<file path="src/hbpc_pkg.sv">
`default_nettype none
package hbpc_pkg;
  // timebase
  localparam int CLK_PERIOD_NS   = 8;
  localparam int STANDBY_TIME_NS = 1000000;
  localparam int WAKE_TIME_NS    = 30000;
  localparam int OFF_TIME_NS     = 25000;
  localparam int DEAD_TIME_NS    = 50;
  // idle must exceed this, so enter after the full count
  localparam int STANDBY_CYC = STANDBY_TIME_NS / CLK_PERIOD_NS;
  // longest time, rounded down
  localparam int WAKE_CYC    = WAKE_TIME_NS / CLK_PERIOD_NS;
  localparam int OFF_CYC     = OFF_TIME_NS / CLK_PERIOD_NS;
  // least time, rounded up
  localparam int DEAD_CYC    = (DEAD_TIME_NS + CLK_PERIOD_NS - 1) / CLK_PERIOD_NS;
  localparam int CNT_W       = 17;
  localparam int DEAD_W      = 4;

  // switch pattern {hs_a, ls_a, hs_b, ls_b}
  localparam logic [3:0] PAT_OFF   = 4'h0;
  localparam logic [3:0] PAT_FWD   = 4'h9;
  localparam logic [3:0] PAT_REV   = 4'h6;
  localparam logic [3:0] PAT_BRAKE = 4'h5;

  // synchronised pin inputs
  localparam int IDX_A    = 0;
  localparam int IDX_B    = 1;
  localparam int IDX_TRIP = 2;
  localparam int IDX_ZERO = 3;
  localparam int IDX_OT   = 4;
  localparam int IDX_UV   = 5;
  localparam int IDX_OC   = 6;
  localparam int N_SYNC   = 7;
  localparam logic [N_SYNC-1:0] SYNC_RST = 7'h00;

  typedef enum logic [2:0] {
    ST_STANDBY = 3'b000,
    ST_WAKE    = 3'b001,
    ST_RUN     = 3'b010,
    ST_FAST    = 3'b011,
    ST_SLOW    = 3'b100
  } hbpc_state_t;
endpackage
`default_nettype wire

</file>
<file path="src/hbpc_sync.sv">
`timescale 1ns/1ps
`default_nettype none
module hbpc_sync #(
  parameter int              W   = 1,
  parameter logic [W-1:0]    RST = '0
) (
  input  wire logic         i_clk,
  input  wire logic         i_reset,
  input  wire logic [W-1:0] i_d,
  output logic      [W-1:0] o_q
);
  logic [W-1:0] s1_ff;
  logic [W-1:0] s2_ff;
  logic [W-1:0] nxt_s1;
  logic [W-1:0] nxt_s2;

  // first stage feeds only the second
  always_comb begin
    nxt_s1 = i_d;
    nxt_s2 = s1_ff;
  end

  always_ff @(posedge i_clk or posedge i_reset) begin
    if (i_reset) begin
      s1_ff <= RST;
      s2_ff <= RST;
    end else begin
      s1_ff <= nxt_s1;
      s2_ff <= nxt_s2;
    end
  end

  assign o_q = s2_ff;
endmodule
`default_nettype wire

</file>
<file path="src/hbpc_core.sv">
`timescale 1ns/1ps
`default_nettype none
module hbpc_core #(
  parameter int STANDBY_CYCLES = hbpc_pkg::STANDBY_CYC,
  parameter int WAKE_CYCLES    = hbpc_pkg::WAKE_CYC,
  parameter int OFF_CYCLES     = hbpc_pkg::OFF_CYC,
  parameter int DEAD_CYCLES    = hbpc_pkg::DEAD_CYC
) (
  input  wire logic i_clk,
  input  wire logic i_reset,
  input  wire logic i_ctrl_input_a,
  input  wire logic i_ctrl_input_b,
  input  wire logic i_current_trip,
  input  wire logic i_zero_current,
  input  wire logic i_over_temp,
  input  wire logic i_undervoltage,
  input  wire logic i_overcurrent,
  output logic      o_hs_a,
  output logic      o_ls_a,
  output logic      o_hs_b,
  output logic      o_ls_b,
  output logic      o_standby,
  output logic      o_charge_pump_en,
  output logic      o_regulator_en,
  output logic      o_protect_latched
);
  localparam int CW = hbpc_pkg::CNT_W;
  localparam int DW = hbpc_pkg::DEAD_W;
  localparam logic [CW-1:0] STBY_LAST = CW'(STANDBY_CYCLES - 1);
  localparam logic [CW-1:0] WAKE_LAST = CW'(WAKE_CYCLES - 1);
  localparam logic [CW-1:0] HALF_LAST = CW'(OFF_CYCLES / 2 - 1);
  localparam logic [CW-1:0] OFF_LAST  = CW'(OFF_CYCLES - 1);
  localparam logic [DW-1:0] DEAD_LAST = DW'(DEAD_CYCLES - 1);

  logic [hbpc_pkg::N_SYNC-1:0] raw;
  logic [hbpc_pkg::N_SYNC-1:0] syn;
  logic a_s, b_s, trip_s, zero_s, ot_s, uv_s, oc_s;
  logic fault;
  logic off_phase;

  hbpc_pkg::hbpc_state_t state_ff, nxt_state;
  logic [CW-1:0] cnt_ff, nxt_cnt;
  logic          dir_fwd_ff, nxt_dir_fwd;
  logic          zero_seen_ff, nxt_zero_seen;
  logic          oc_lat_ff, nxt_oc_lat;
  logic          standby_ff, nxt_standby;
  logic          en_ff, nxt_en;
  logic [3:0]    want;
  logic [3:0]    out_ff, nxt_out;
  logic [DW-1:0] dead_cnt_ff, nxt_dead_cnt;
  logic          dead_rdy;

  // all pins cross into the timebase domain
  assign raw = {i_overcurrent, i_undervoltage, i_over_temp, i_zero_current,
                i_current_trip, i_ctrl_input_b, i_ctrl_input_a};

  hbpc_sync #(
    .W   (hbpc_pkg::N_SYNC),
    .RST (hbpc_pkg::SYNC_RST)
  ) u_sync (
    .i_clk   (i_clk),
    .i_reset (i_reset),
    .i_d     (raw),
    .o_q     (syn)
  );

  assign a_s    = syn[hbpc_pkg::IDX_A];
  assign b_s    = syn[hbpc_pkg::IDX_B];
  assign trip_s = syn[hbpc_pkg::IDX_TRIP];
  assign zero_s = syn[hbpc_pkg::IDX_ZERO];
  assign ot_s   = syn[hbpc_pkg::IDX_OT];
  assign uv_s   = syn[hbpc_pkg::IDX_UV];
  assign oc_s   = syn[hbpc_pkg::IDX_OC];

  // thermal hysteresis lives in the sensor, so the level is used as is
  assign fault     = ot_s | uv_s | oc_lat_ff;
  assign off_phase = (state_ff == hbpc_pkg::ST_FAST) || (state_ff == hbpc_pkg::ST_SLOW);

  // sequencer: standby, wake, run and the fixed off-time chopper
  always_comb begin
    nxt_state     = state_ff;
    nxt_cnt       = cnt_ff + CW'(1);
    nxt_dir_fwd   = dir_fwd_ff;
    nxt_zero_seen = zero_seen_ff | (off_phase & zero_s);
    nxt_oc_lat    = oc_lat_ff | oc_s; // only a reset clears it
    case (state_ff)
      hbpc_pkg::ST_STANDBY: begin
        nxt_cnt = '0;
        if (a_s || b_s) begin
          nxt_state = hbpc_pkg::ST_WAKE;
        end
      end
      hbpc_pkg::ST_WAKE: begin
        // pump settles before the bridge may switch
        if (cnt_ff == WAKE_LAST) begin
          nxt_state = hbpc_pkg::ST_RUN;
          nxt_cnt   = '0;
        end
      end
      hbpc_pkg::ST_RUN: begin
        if (a_s ^ b_s) begin
          nxt_cnt = '0;
          if (trip_s) begin
            nxt_state     = hbpc_pkg::ST_FAST;
            nxt_dir_fwd   = a_s;
            nxt_zero_seen = 1'b0;
          end
        end else if (a_s || b_s) begin
          nxt_cnt = '0;
        end else if (cnt_ff == STBY_LAST) begin
          nxt_state = hbpc_pkg::ST_STANDBY;
          nxt_cnt   = '0;
        end
      end
      hbpc_pkg::ST_FAST: begin
        if (cnt_ff == HALF_LAST) begin
          nxt_state = hbpc_pkg::ST_SLOW;
        end
      end
      hbpc_pkg::ST_SLOW: begin
        if (cnt_ff == OFF_LAST) begin
          nxt_state = hbpc_pkg::ST_RUN;
          nxt_cnt   = '0;
        end
      end
      default: begin
        nxt_state = hbpc_pkg::ST_STANDBY;
        nxt_cnt   = '0;
      end
    endcase
    nxt_standby = (nxt_state == hbpc_pkg::ST_STANDBY);
    nxt_en      = !nxt_standby;
  end

  always_ff @(posedge i_clk or posedge i_reset) begin
    if (i_reset) begin
      state_ff     <= hbpc_pkg::ST_STANDBY;
      cnt_ff       <= '0;
      dir_fwd_ff   <= 1'b1;
      zero_seen_ff <= 1'b0;
      oc_lat_ff    <= 1'b0;
      standby_ff   <= 1'b1;
      en_ff        <= 1'b0;
    end else begin
      state_ff     <= nxt_state;
      cnt_ff       <= nxt_cnt;
      dir_fwd_ff   <= nxt_dir_fwd;
      zero_seen_ff <= nxt_zero_seen;
      oc_lat_ff    <= nxt_oc_lat;
      standby_ff   <= nxt_standby;
      en_ff        <= nxt_en;
    end
  end

  // wanted switch pattern; protection overrides everything
  always_comb begin
    want = hbpc_pkg::PAT_OFF;
    if (fault) begin
      want = hbpc_pkg::PAT_OFF;
    end else begin
      case (state_ff)
        hbpc_pkg::ST_RUN: begin
          if (a_s && !b_s) begin
            want = hbpc_pkg::PAT_FWD;
          end else if (!a_s && b_s) begin
            want = hbpc_pkg::PAT_REV;
          end else if (a_s && b_s) begin
            want = hbpc_pkg::PAT_BRAKE;
          end else begin
            want = hbpc_pkg::PAT_OFF;
          end
        end
        hbpc_pkg::ST_FAST: begin
          // reversed pair conducts the decaying current
          if (!zero_seen_ff) begin
            want = dir_fwd_ff ? hbpc_pkg::PAT_REV : hbpc_pkg::PAT_FWD;
          end
        end
        hbpc_pkg::ST_SLOW: begin
          if (!zero_seen_ff) begin
            want = hbpc_pkg::PAT_BRAKE;
          end
        end
        default: begin
          want = hbpc_pkg::PAT_OFF;
        end
      endcase
    end
  end

  // output stage: any change of on-pattern passes through all-off for the dead time
  assign dead_rdy = (dead_cnt_ff == DEAD_LAST);
  always_comb begin
    nxt_out      = out_ff;
    nxt_dead_cnt = '0;
    if (out_ff == hbpc_pkg::PAT_OFF) begin
      nxt_dead_cnt = dead_rdy ? dead_cnt_ff : dead_cnt_ff + DW'(1);
    end
    if (want != out_ff) begin
      if (out_ff != hbpc_pkg::PAT_OFF) begin
        nxt_out = hbpc_pkg::PAT_OFF;
      end else if (dead_rdy) begin
        nxt_out = want;
      end
    end
  end

  always_ff @(posedge i_clk or posedge i_reset) begin
    if (i_reset) begin
      out_ff      <= hbpc_pkg::PAT_OFF;
      dead_cnt_ff <= '0;
    end else begin
      out_ff      <= nxt_out;
      dead_cnt_ff <= nxt_dead_cnt;
    end
  end

  assign o_hs_a            = out_ff[3];
  assign o_ls_a            = out_ff[2];
  assign o_hs_b            = out_ff[1];
  assign o_ls_b            = out_ff[0];
  assign o_standby         = standby_ff;
  assign o_charge_pump_en  = en_ff;
  assign o_regulator_en    = en_ff;
  assign o_protect_latched = oc_lat_ff;

  property p_drive_dir;
    @(posedge i_clk) disable iff (i_reset)
    (state_ff == hbpc_pkg::ST_RUN && !fault && (a_s ^ b_s) && out_ff == hbpc_pkg::PAT_OFF && dead_rdy)
    |=> out_ff == ($past(a_s) ? hbpc_pkg::PAT_FWD : hbpc_pkg::PAT_REV);
  endproperty
  a_drive_dir: assert property (p_drive_dir) else $error("drive pattern does not follow inputs");

  property p_brake;
    @(posedge i_clk) disable iff (i_reset)
    (state_ff == hbpc_pkg::ST_RUN && !fault && a_s && b_s)[*2]
    |-> (out_ff == hbpc_pkg::PAT_OFF || out_ff == hbpc_pkg::PAT_BRAKE);
  endproperty
  a_brake: assert property (p_brake) else $error("brake not on low sides");

  property p_idle;
    @(posedge i_clk) disable iff (i_reset)
    (state_ff == hbpc_pkg::ST_RUN && !a_s && !b_s && cnt_ff == STBY_LAST)
    |=> state_ff == hbpc_pkg::ST_STANDBY && o_standby && out_ff == hbpc_pkg::PAT_OFF;
  endproperty
  a_idle: assert property (p_idle) else $error("idle did not enter standby");

  property p_standby;
    @(posedge i_clk) disable iff (i_reset)
    state_ff == hbpc_pkg::ST_STANDBY |-> !o_charge_pump_en && !o_regulator_en && o_standby;
  endproperty
  a_standby: assert property (p_standby) else $error("standby left enables on");

  property p_wake;
    @(posedge i_clk) disable iff (i_reset)
    state_ff == hbpc_pkg::ST_WAKE |-> cnt_ff <= WAKE_LAST && out_ff == hbpc_pkg::PAT_OFF && o_charge_pump_en;
  endproperty
  a_wake: assert property (p_wake) else $error("wake delay overrun or bridge active");

  property p_trip;
    @(posedge i_clk) disable iff (i_reset)
    (state_ff == hbpc_pkg::ST_RUN && (a_s ^ b_s) && trip_s) |=> state_ff == hbpc_pkg::ST_FAST && cnt_ff == '0;
  endproperty
  a_trip: assert property (p_trip) else $error("trip did not start off phase");

  property p_off_time;
    @(posedge i_clk) disable iff (i_reset)
    (state_ff == hbpc_pkg::ST_FAST && cnt_ff == HALF_LAST)
    |=> state_ff == hbpc_pkg::ST_SLOW && cnt_ff == HALF_LAST + CW'(1);
  endproperty
  a_off_time: assert property (p_off_time) else $error("fast half wrong length");

  // counter-based so the long off time needs no huge delay
  property p_off_end;
    @(posedge i_clk) disable iff (i_reset)
    (state_ff == hbpc_pkg::ST_SLOW && cnt_ff == OFF_LAST) |=> state_ff == hbpc_pkg::ST_RUN;
  endproperty
  a_off_end: assert property (p_off_end) else $error("off phase did not end on time");

  property p_no_direct;
    @(posedge i_clk) disable iff (i_reset)
    ($past(out_ff) != hbpc_pkg::PAT_OFF && out_ff != hbpc_pkg::PAT_OFF) |-> out_ff == $past(out_ff);
  endproperty
  a_no_direct: assert property (p_no_direct) else $error("pattern changed without dead time");

  property p_zero_cut;
    @(posedge i_clk) disable iff (i_reset)
    (off_phase && zero_seen_ff)[*2] |-> out_ff == hbpc_pkg::PAT_OFF;
  endproperty
  a_zero_cut: assert property (p_zero_cut) else $error("rectifier on after zero current");

  property p_fault_off;
    @(posedge i_clk) disable iff (i_reset)
    fault |=> out_ff == hbpc_pkg::PAT_OFF;
  endproperty
  a_fault_off: assert property (p_fault_off) else $error("bridge on under protection");

  property p_oc_latch;
    @(posedge i_clk) disable iff (i_reset)
    oc_s |=> o_protect_latched [*3];
  endproperty
  a_oc_latch: assert property (p_oc_latch) else $error("overcurrent not latched");
endmodule
`default_nettype wire

</file>
<file path="config.mk">
export PLATFORM = sky130hd
export DESIGN_NAME = hbpc_core
export DESIGN_NICKNAME = d
export VERILOG_FILES = /design/src/hbpc_pkg.sv /design/src/hbpc_sync.sv /design/src/hbpc_core.sv
export SDC_FILE = /design/constraint.sdc
export NUM_CORES = 1
export LEC_CHECK = 0
export CAP_MARGIN = 20
export CORE_ASPECT_RATIO = 0.6
export CORE_MARGIN = 5
export CORE_UTILIZATION = 59
export CTS_BUF_LIST = sky130_fd_sc_hd__clkbuf_16
export DETAILED_ROUTE_END_ITERATION = 10
export DONT_BUFFER_PORTS = 1
export GPL_TIMING_DRIVEN = 0
export PLACE_DENSITY_LB_ADDON = 0.2
export SYNTH_ARGS = -nofsm -noshare
export SYNTH_HDL_FRONTEND = slang
export SYNTH_SLANG_ARGS = --single-unit
</file>
<file path="constraint.sdc">
create_clock -name i_clk -period 2.4 [get_ports i_clk]
set_input_delay 0.12 -clock i_clk [delete_from_list [all_inputs] [get_ports i_clk]]
set_output_delay 0.12 -clock i_clk [all_outputs]
set_load 0.02 [all_outputs]
</file>
Word-level counts from Yosys, hierarchy flattened
Index checks and enable logic that the tools add are counted.

Add/subtract/negate cells: 2. Eq/ne operators: 11. Muxes and demuxes: 30. Bitwise logic cells: 6. Reductions and logical operators: 15.

Operators with widths (count): 2-to-1 mux 17 bit (5); one-hot mux 17 bit (4 select lines) (1); == test 17 x 12 -> 1 bit (second input constant) (2); 2-to-1 mux 3 bit (11); 2-to-1 mux 4 bit (8); adder 17 x 1 -> 17 bit (second input constant) (1); == test 17 x 11 -> 1 bit (second input constant) (1); == test 17 bit (second input constant) (1); one-hot mux 3 bit (5 select lines) (1); one-hot mux 4 bit (3 select lines) (1); == test 3 x 2 -> 1 bit (second input constant) (2); logical NOT 3 bit (2); adder 4 x 1 -> 4 bit (second input constant) (1); == test 4 x 3 -> 1 bit (second input constant) (1); logical NOT 4 bit (1); inequality test 4 bit (1); bitwise OR 1 bit (4); nonzero test 4 bit (1); == test 3 x 1 -> 1 bit (second input constant) (1); == test 3 bit (second input constant) (1); logical AND 1 bit (3); logical NOT 1 bit (3); 2-to-1 mux 1 bit (3); AND reduction 3 bit (1); other kinds (6) (7).

Flip-flop bits (word level): 47. Output and inout bits: 8. Word-level logic and storage cells: 75.

Depth between registers and ports, before layout
Word-level depth: 8. Mapped depth: 9. Gate-level depth less buffers: 8.

By module
Synthesis repeated with hierarchy kept, for this count alone.

Cells, all modules: 254. Area total of the unflattened synthesis: 2565.0 um2.

Modules (own cells, without submodules): hbpc_core (instances 1, cells an instance 239, area an instance 2210.9 um2, sequential area each 828.3 um2); hbpc_sync (instances 1, cells an instance 15, area an instance 354.1 um2, sequential area each 350.3 um2).

Least setup slack after synthesis
Ideal clock, no wire load.

Path kind: register -> register. Start point: register cnt_ff[0]. End point: register standby_ff, in the netlist o_standby. Setup time: 0.063 ns. Data arrival time: 1.992 ns. Required time: 2.337 ns. Path slack: 0.345 ns. Cell stages (with the launch flop): 8. Period minus slack after synthesis: 2.055 ns. Path through: dfrtp_1 ha_1 nand4_1 nor3b_1 nand4b_4 or3b_1 a221o_1 and4b_1.

Longest elaborated chain between the ends: 6. Elaborated cells between the ends (all ways): 12.

Ends and longest elaborated chain: from (decl) (RTL line hbpc_core.sv:42) `logic [CW-1:0] cnt_ff, nxt_cnt;`; from (signal assigned) (RTL line hbpc_core.sv:146) `cnt_ff <= nxt_cnt;`; == test 17 bit (RTL line hbpc_core.sv:110) `end else if (cnt_ff == STBY_LAST) begin`; 2-to-1 mux 3 bit (RTL line hbpc_core.sv:110); 2-to-1 mux 3 bit (RTL line hbpc_core.sv:108) `end else if (a_s || b_s) begin`; 2-to-1 mux 3 bit (RTL line hbpc_core.sv:101) `if (a_s ^ b_s) begin`; one-hot mux 3 bit (5 select lines) * (RTL line hbpc_core.sv:86) `case (state_ff)`; via nxt_state[1] (RTL line hbpc_core.sv:41) `hbpc_pkg::hbpc_state_t state_ff, nxt_state;`; logical NOT 3 bit * (RTL line hbpc_core.sv:131) `nxt_standby = (nxt_state == hbpc_pkg::ST_STANDBY);`; via nxt_standby (RTL line hbpc_core.sv:46) `logic standby_ff, nxt_standby;`; to (signal assigned) (RTL line hbpc_core.sv:150) `standby_ff <= nxt_standby;`; to (decl) (RTL line hbpc_core.sv:46).

Mark *: on every way through the listed nets, which the timed path passes. The rest lies on a longest branch. A chain may end at the register's enable or synchronous reset.

Final worst setup path
Start point: register cnt_ff[6]. End point: register cnt_ff[11].

Longest elaborated chain between the ends: 5. Elaborated cells between the ends (all ways): 10.

Ends and longest elaborated chain (RTL line): adder 17 x 1 -> 17 bit or == test 17 bit (tied branches) (hbpc_core.sv:82, hbpc_core.sv:110); 2-to-1 mux 17 bit (hbpc_core.sv:110); 2-to-1 mux 17 bit (hbpc_core.sv:108); 2-to-1 mux 17 bit (hbpc_core.sv:101); one-hot mux 17 bit (4 select lines) * (hbpc_core.sv:86); via nxt_cnt[11] (hbpc_core.sv:42).

Marked as above.

==> results.toml <==
[logic_synthesis]
synthCells = 241
netlist.area_leader.share = 0.4683
synth_commonest_cells = "dfrtp_1 (45), nor2_1 (28), inv_1 (14), nand2_1 (14), nand3_1 (13)"
avgSynthCellArea_um2 = 9.978
synth-warning-count = 0
synth_ff_type = "dfrtp_1"
synth_area_um2 = 2405
synth-edff-count = 0
synthesis.nets = 259
ys_seq_elements = 47
synth_cell_types = 50
yosys.area.top_type = "dfrtp_1"
yosysMostFrequentCell = "dfrtp_1"
ys_seq_area_frac = 0.4901
synth-async-reset-ratio = 1.000
yosys-top-cells-area = "dfrtp_1 (47%), ha_1 (4.7%), nor2_1 (4.4%)"

[worst_setup_path]
arrival_ps = 2400
reg2reg_from = "cnt_ff[6]$_DFF_PP0_"
reg2reg_to = "cnt_ff[11]$_DFF_PP0_"
critPathMaxFanout = 10
startpoint_type = "register"
reg2reg_depth = 7
rrSetupSlack_ps = 180
worstSetupEndpointType = "register"
cp_data_required_time_ps = 2570
critPathKind = "reg2reg"

[floorplan]
die_h_um = 59.46
io_pins = 17
row_count = 18
core_um2 = 4031
dieArea_um2 = 5495
fp.dieW_um = 92.42
initial_core_util = 0.5965

[placement]
dp_hpwl_um = 3427
gp_congestion = 0.9174
portBuffers = 0
place_inst = 292

[clock_tree]
clockBufferDepth = 2
worstSkewPairLatency_ps = 290
htree_levels = 2
clk_pin_slew_ps = 70
cts_buffers = 5
clock-sinks = 47
cts_setup_buffers = 0
cts_tree = "built"
cts_root_buf = "clkbuf_16"

[outcome]
status = "finished clean"

[finish]
n_antenna_cell = 0
final_util = 0.6809
nets = 275
final_cells = 308
num-fill-cells = 298
drive_above_1_share = 0.1085
syn_to_final_growth_pct = 14.15

[drt]
routed_wl_um = 4812
drcViolationCount = 0
via_per_inst = 5.847
wl_per_cell_um = 15.62
drtAntennaViolNets = 0
dr_total_vias = 1801
firstDrtPassIters = 4
first_iter_violations = 129

[pwr]
p_leak_nw = 1.190
p_per_area_nw_per_um2 = 677.1
vdd_drop_max_mv = 0.5225

[timing]
timing.final.crit_period_ps = 2225
max_slew.worst_pin.slew_ps = 474.1
maxClockFrequency_mhz = 449.5
rsz0062_at_grt = "no"
clock_skew_ps = 6.877
finalSetupViolations = 0
fin_crit_sh = 0.9270
finalHoldViolations = 0
tns_ps = 0
slew_viol_final = 0
max_slew_margin = 0.6797

[global_route]
track_usage = 0.1898
grt_pass1_vias = 1658
grt_max_degree = 39
grt-ovfl-total = 0
grt_pass1_wl_um = 8017
antenna_found_initial = 0

[hold_path]
hold_path_class = "in2async"

[run]
max_cap_viol_count = 0
## how the worst max path moves through the flow
stage                              from                         end  cells after the start
finish              cnt_ff[6]$_DFF_PP0_        cnt_ff[11]$_DFF_PP0_                      7
global route        cnt_ff[0]$_DFF_PP0_  o_charge_pump_en$_DFF_PP0_                      7
CTS                 cnt_ff[6]$_DFF_PP0_        cnt_ff[11]$_DFF_PP0_                      7
detailed placement  cnt_ff[6]$_DFF_PP0_        cnt_ff[12]$_DFF_PP0_                      7
global placement    cnt_ff[6]$_DFF_PP0_        cnt_ff[10]$_DFF_PP0_                      7
floorplan           cnt_ff[0]$_DFF_PP0_         o_standby$_DFF_PP1_                      7
## registers in the layout (all words and copies together) (netlist names)
signal	count
cnt_ff	17
u_sync.o_q	7
dead_cnt_ff	4
u_sync.nxt_s2	7
o_standby	1
o_protect_latched	1
o_charge_pump_en	1
state_ff	3
zero_seen_ff	1
out_ff	4
dir_fwd_ff	1
## per-layer routing
layer  vias to the layer above  track usage  wire length [um]
met3                         7      0.06091               446
met1                       845       0.3021              2525
met4                         0      0.05074                44
li1                        876            -                 -
met5                         -            0                 0
met2                        73       0.2412              1796
## layout make-up
cell class	instances	area [um^2]	area share
sequential	47	1179	0.4294
multi-input combinational	173	1165	0.4243
clock buffer	5	125.1	0.04558
timing repair buffer	9	100.1	0.03646
tap	50	62.56	0.02279
inverter	14	52.55	0.01914
buffer	7	33.78	0.01231
clock inverter	3	27.53	0.01003
## kinds of logic (layout without fill, tap and decap cells)
logic type,count (synthesis),in the layout,synth area share
multiplexers,2,2,0.009365
AND/OR/NAND/NOR,109,109,0.2523
AO/OA/AOI/OAI,37,37,0.1072
buffers and inverters,21,38,0.03590
adder cells (fa/ha/maj),9,9,0.04683
XOR/XNOR,16,16,0.05827
flip-flops,47,47,0.4901
## critical path: stages (launching register included)
cell and delay, ps:
dfrtp_1 460, nor4_2 360, nand3_1 140, nor4_2 330, nand2b_1 240, o211a_4 250, buf_2 230, nor2_1 80
## cell usage in the layout (no fill, tap or decap), drive strengths merged, types with 6 or more instances in the layout
cell / count
dfrtp: 45
nor2: 28
inv: 16
nand2: 14
nand3: 13
xor2: 10
ha: 9
and3: 8
dlygate4sd3: 8
clkbuf: 8
a21oi: 7
xnor2: 6
## per-stage QoR
step	area (um^2)	hold slack, ps	power [mW]	setup slack, ps
4_1_cts	2726	214.2	1.872	64.54
3_5_place_dp	2487	-51.40	1.140	11.16
6_report	2745	212.1	1.859	175.1
2_1_floorplan	2405	151.4	1.074	344.6
3_3_place_gp	2467	151.5	1.124	65.18
5_1_grt	2745	241.8	1.949	38.63
## what timing repair did
item,4_1_cts,5_1_grt
setup endpoints to repair,5,12
cloned,0,0
hold buffers,8,0
resized for setup,1,3
hold endpoints to repair,52,0
## power breakdown
group,leakage [nW],switching [mW],internal (mW)
Sequential,0.584,0.0676,0.850
Combinational,0.533,0.122,0.102
Clock,0.0723,0.319,0.397
Total,1.19,0.509,1.35
No activity file was read; power rests on OpenSTA's default activity.
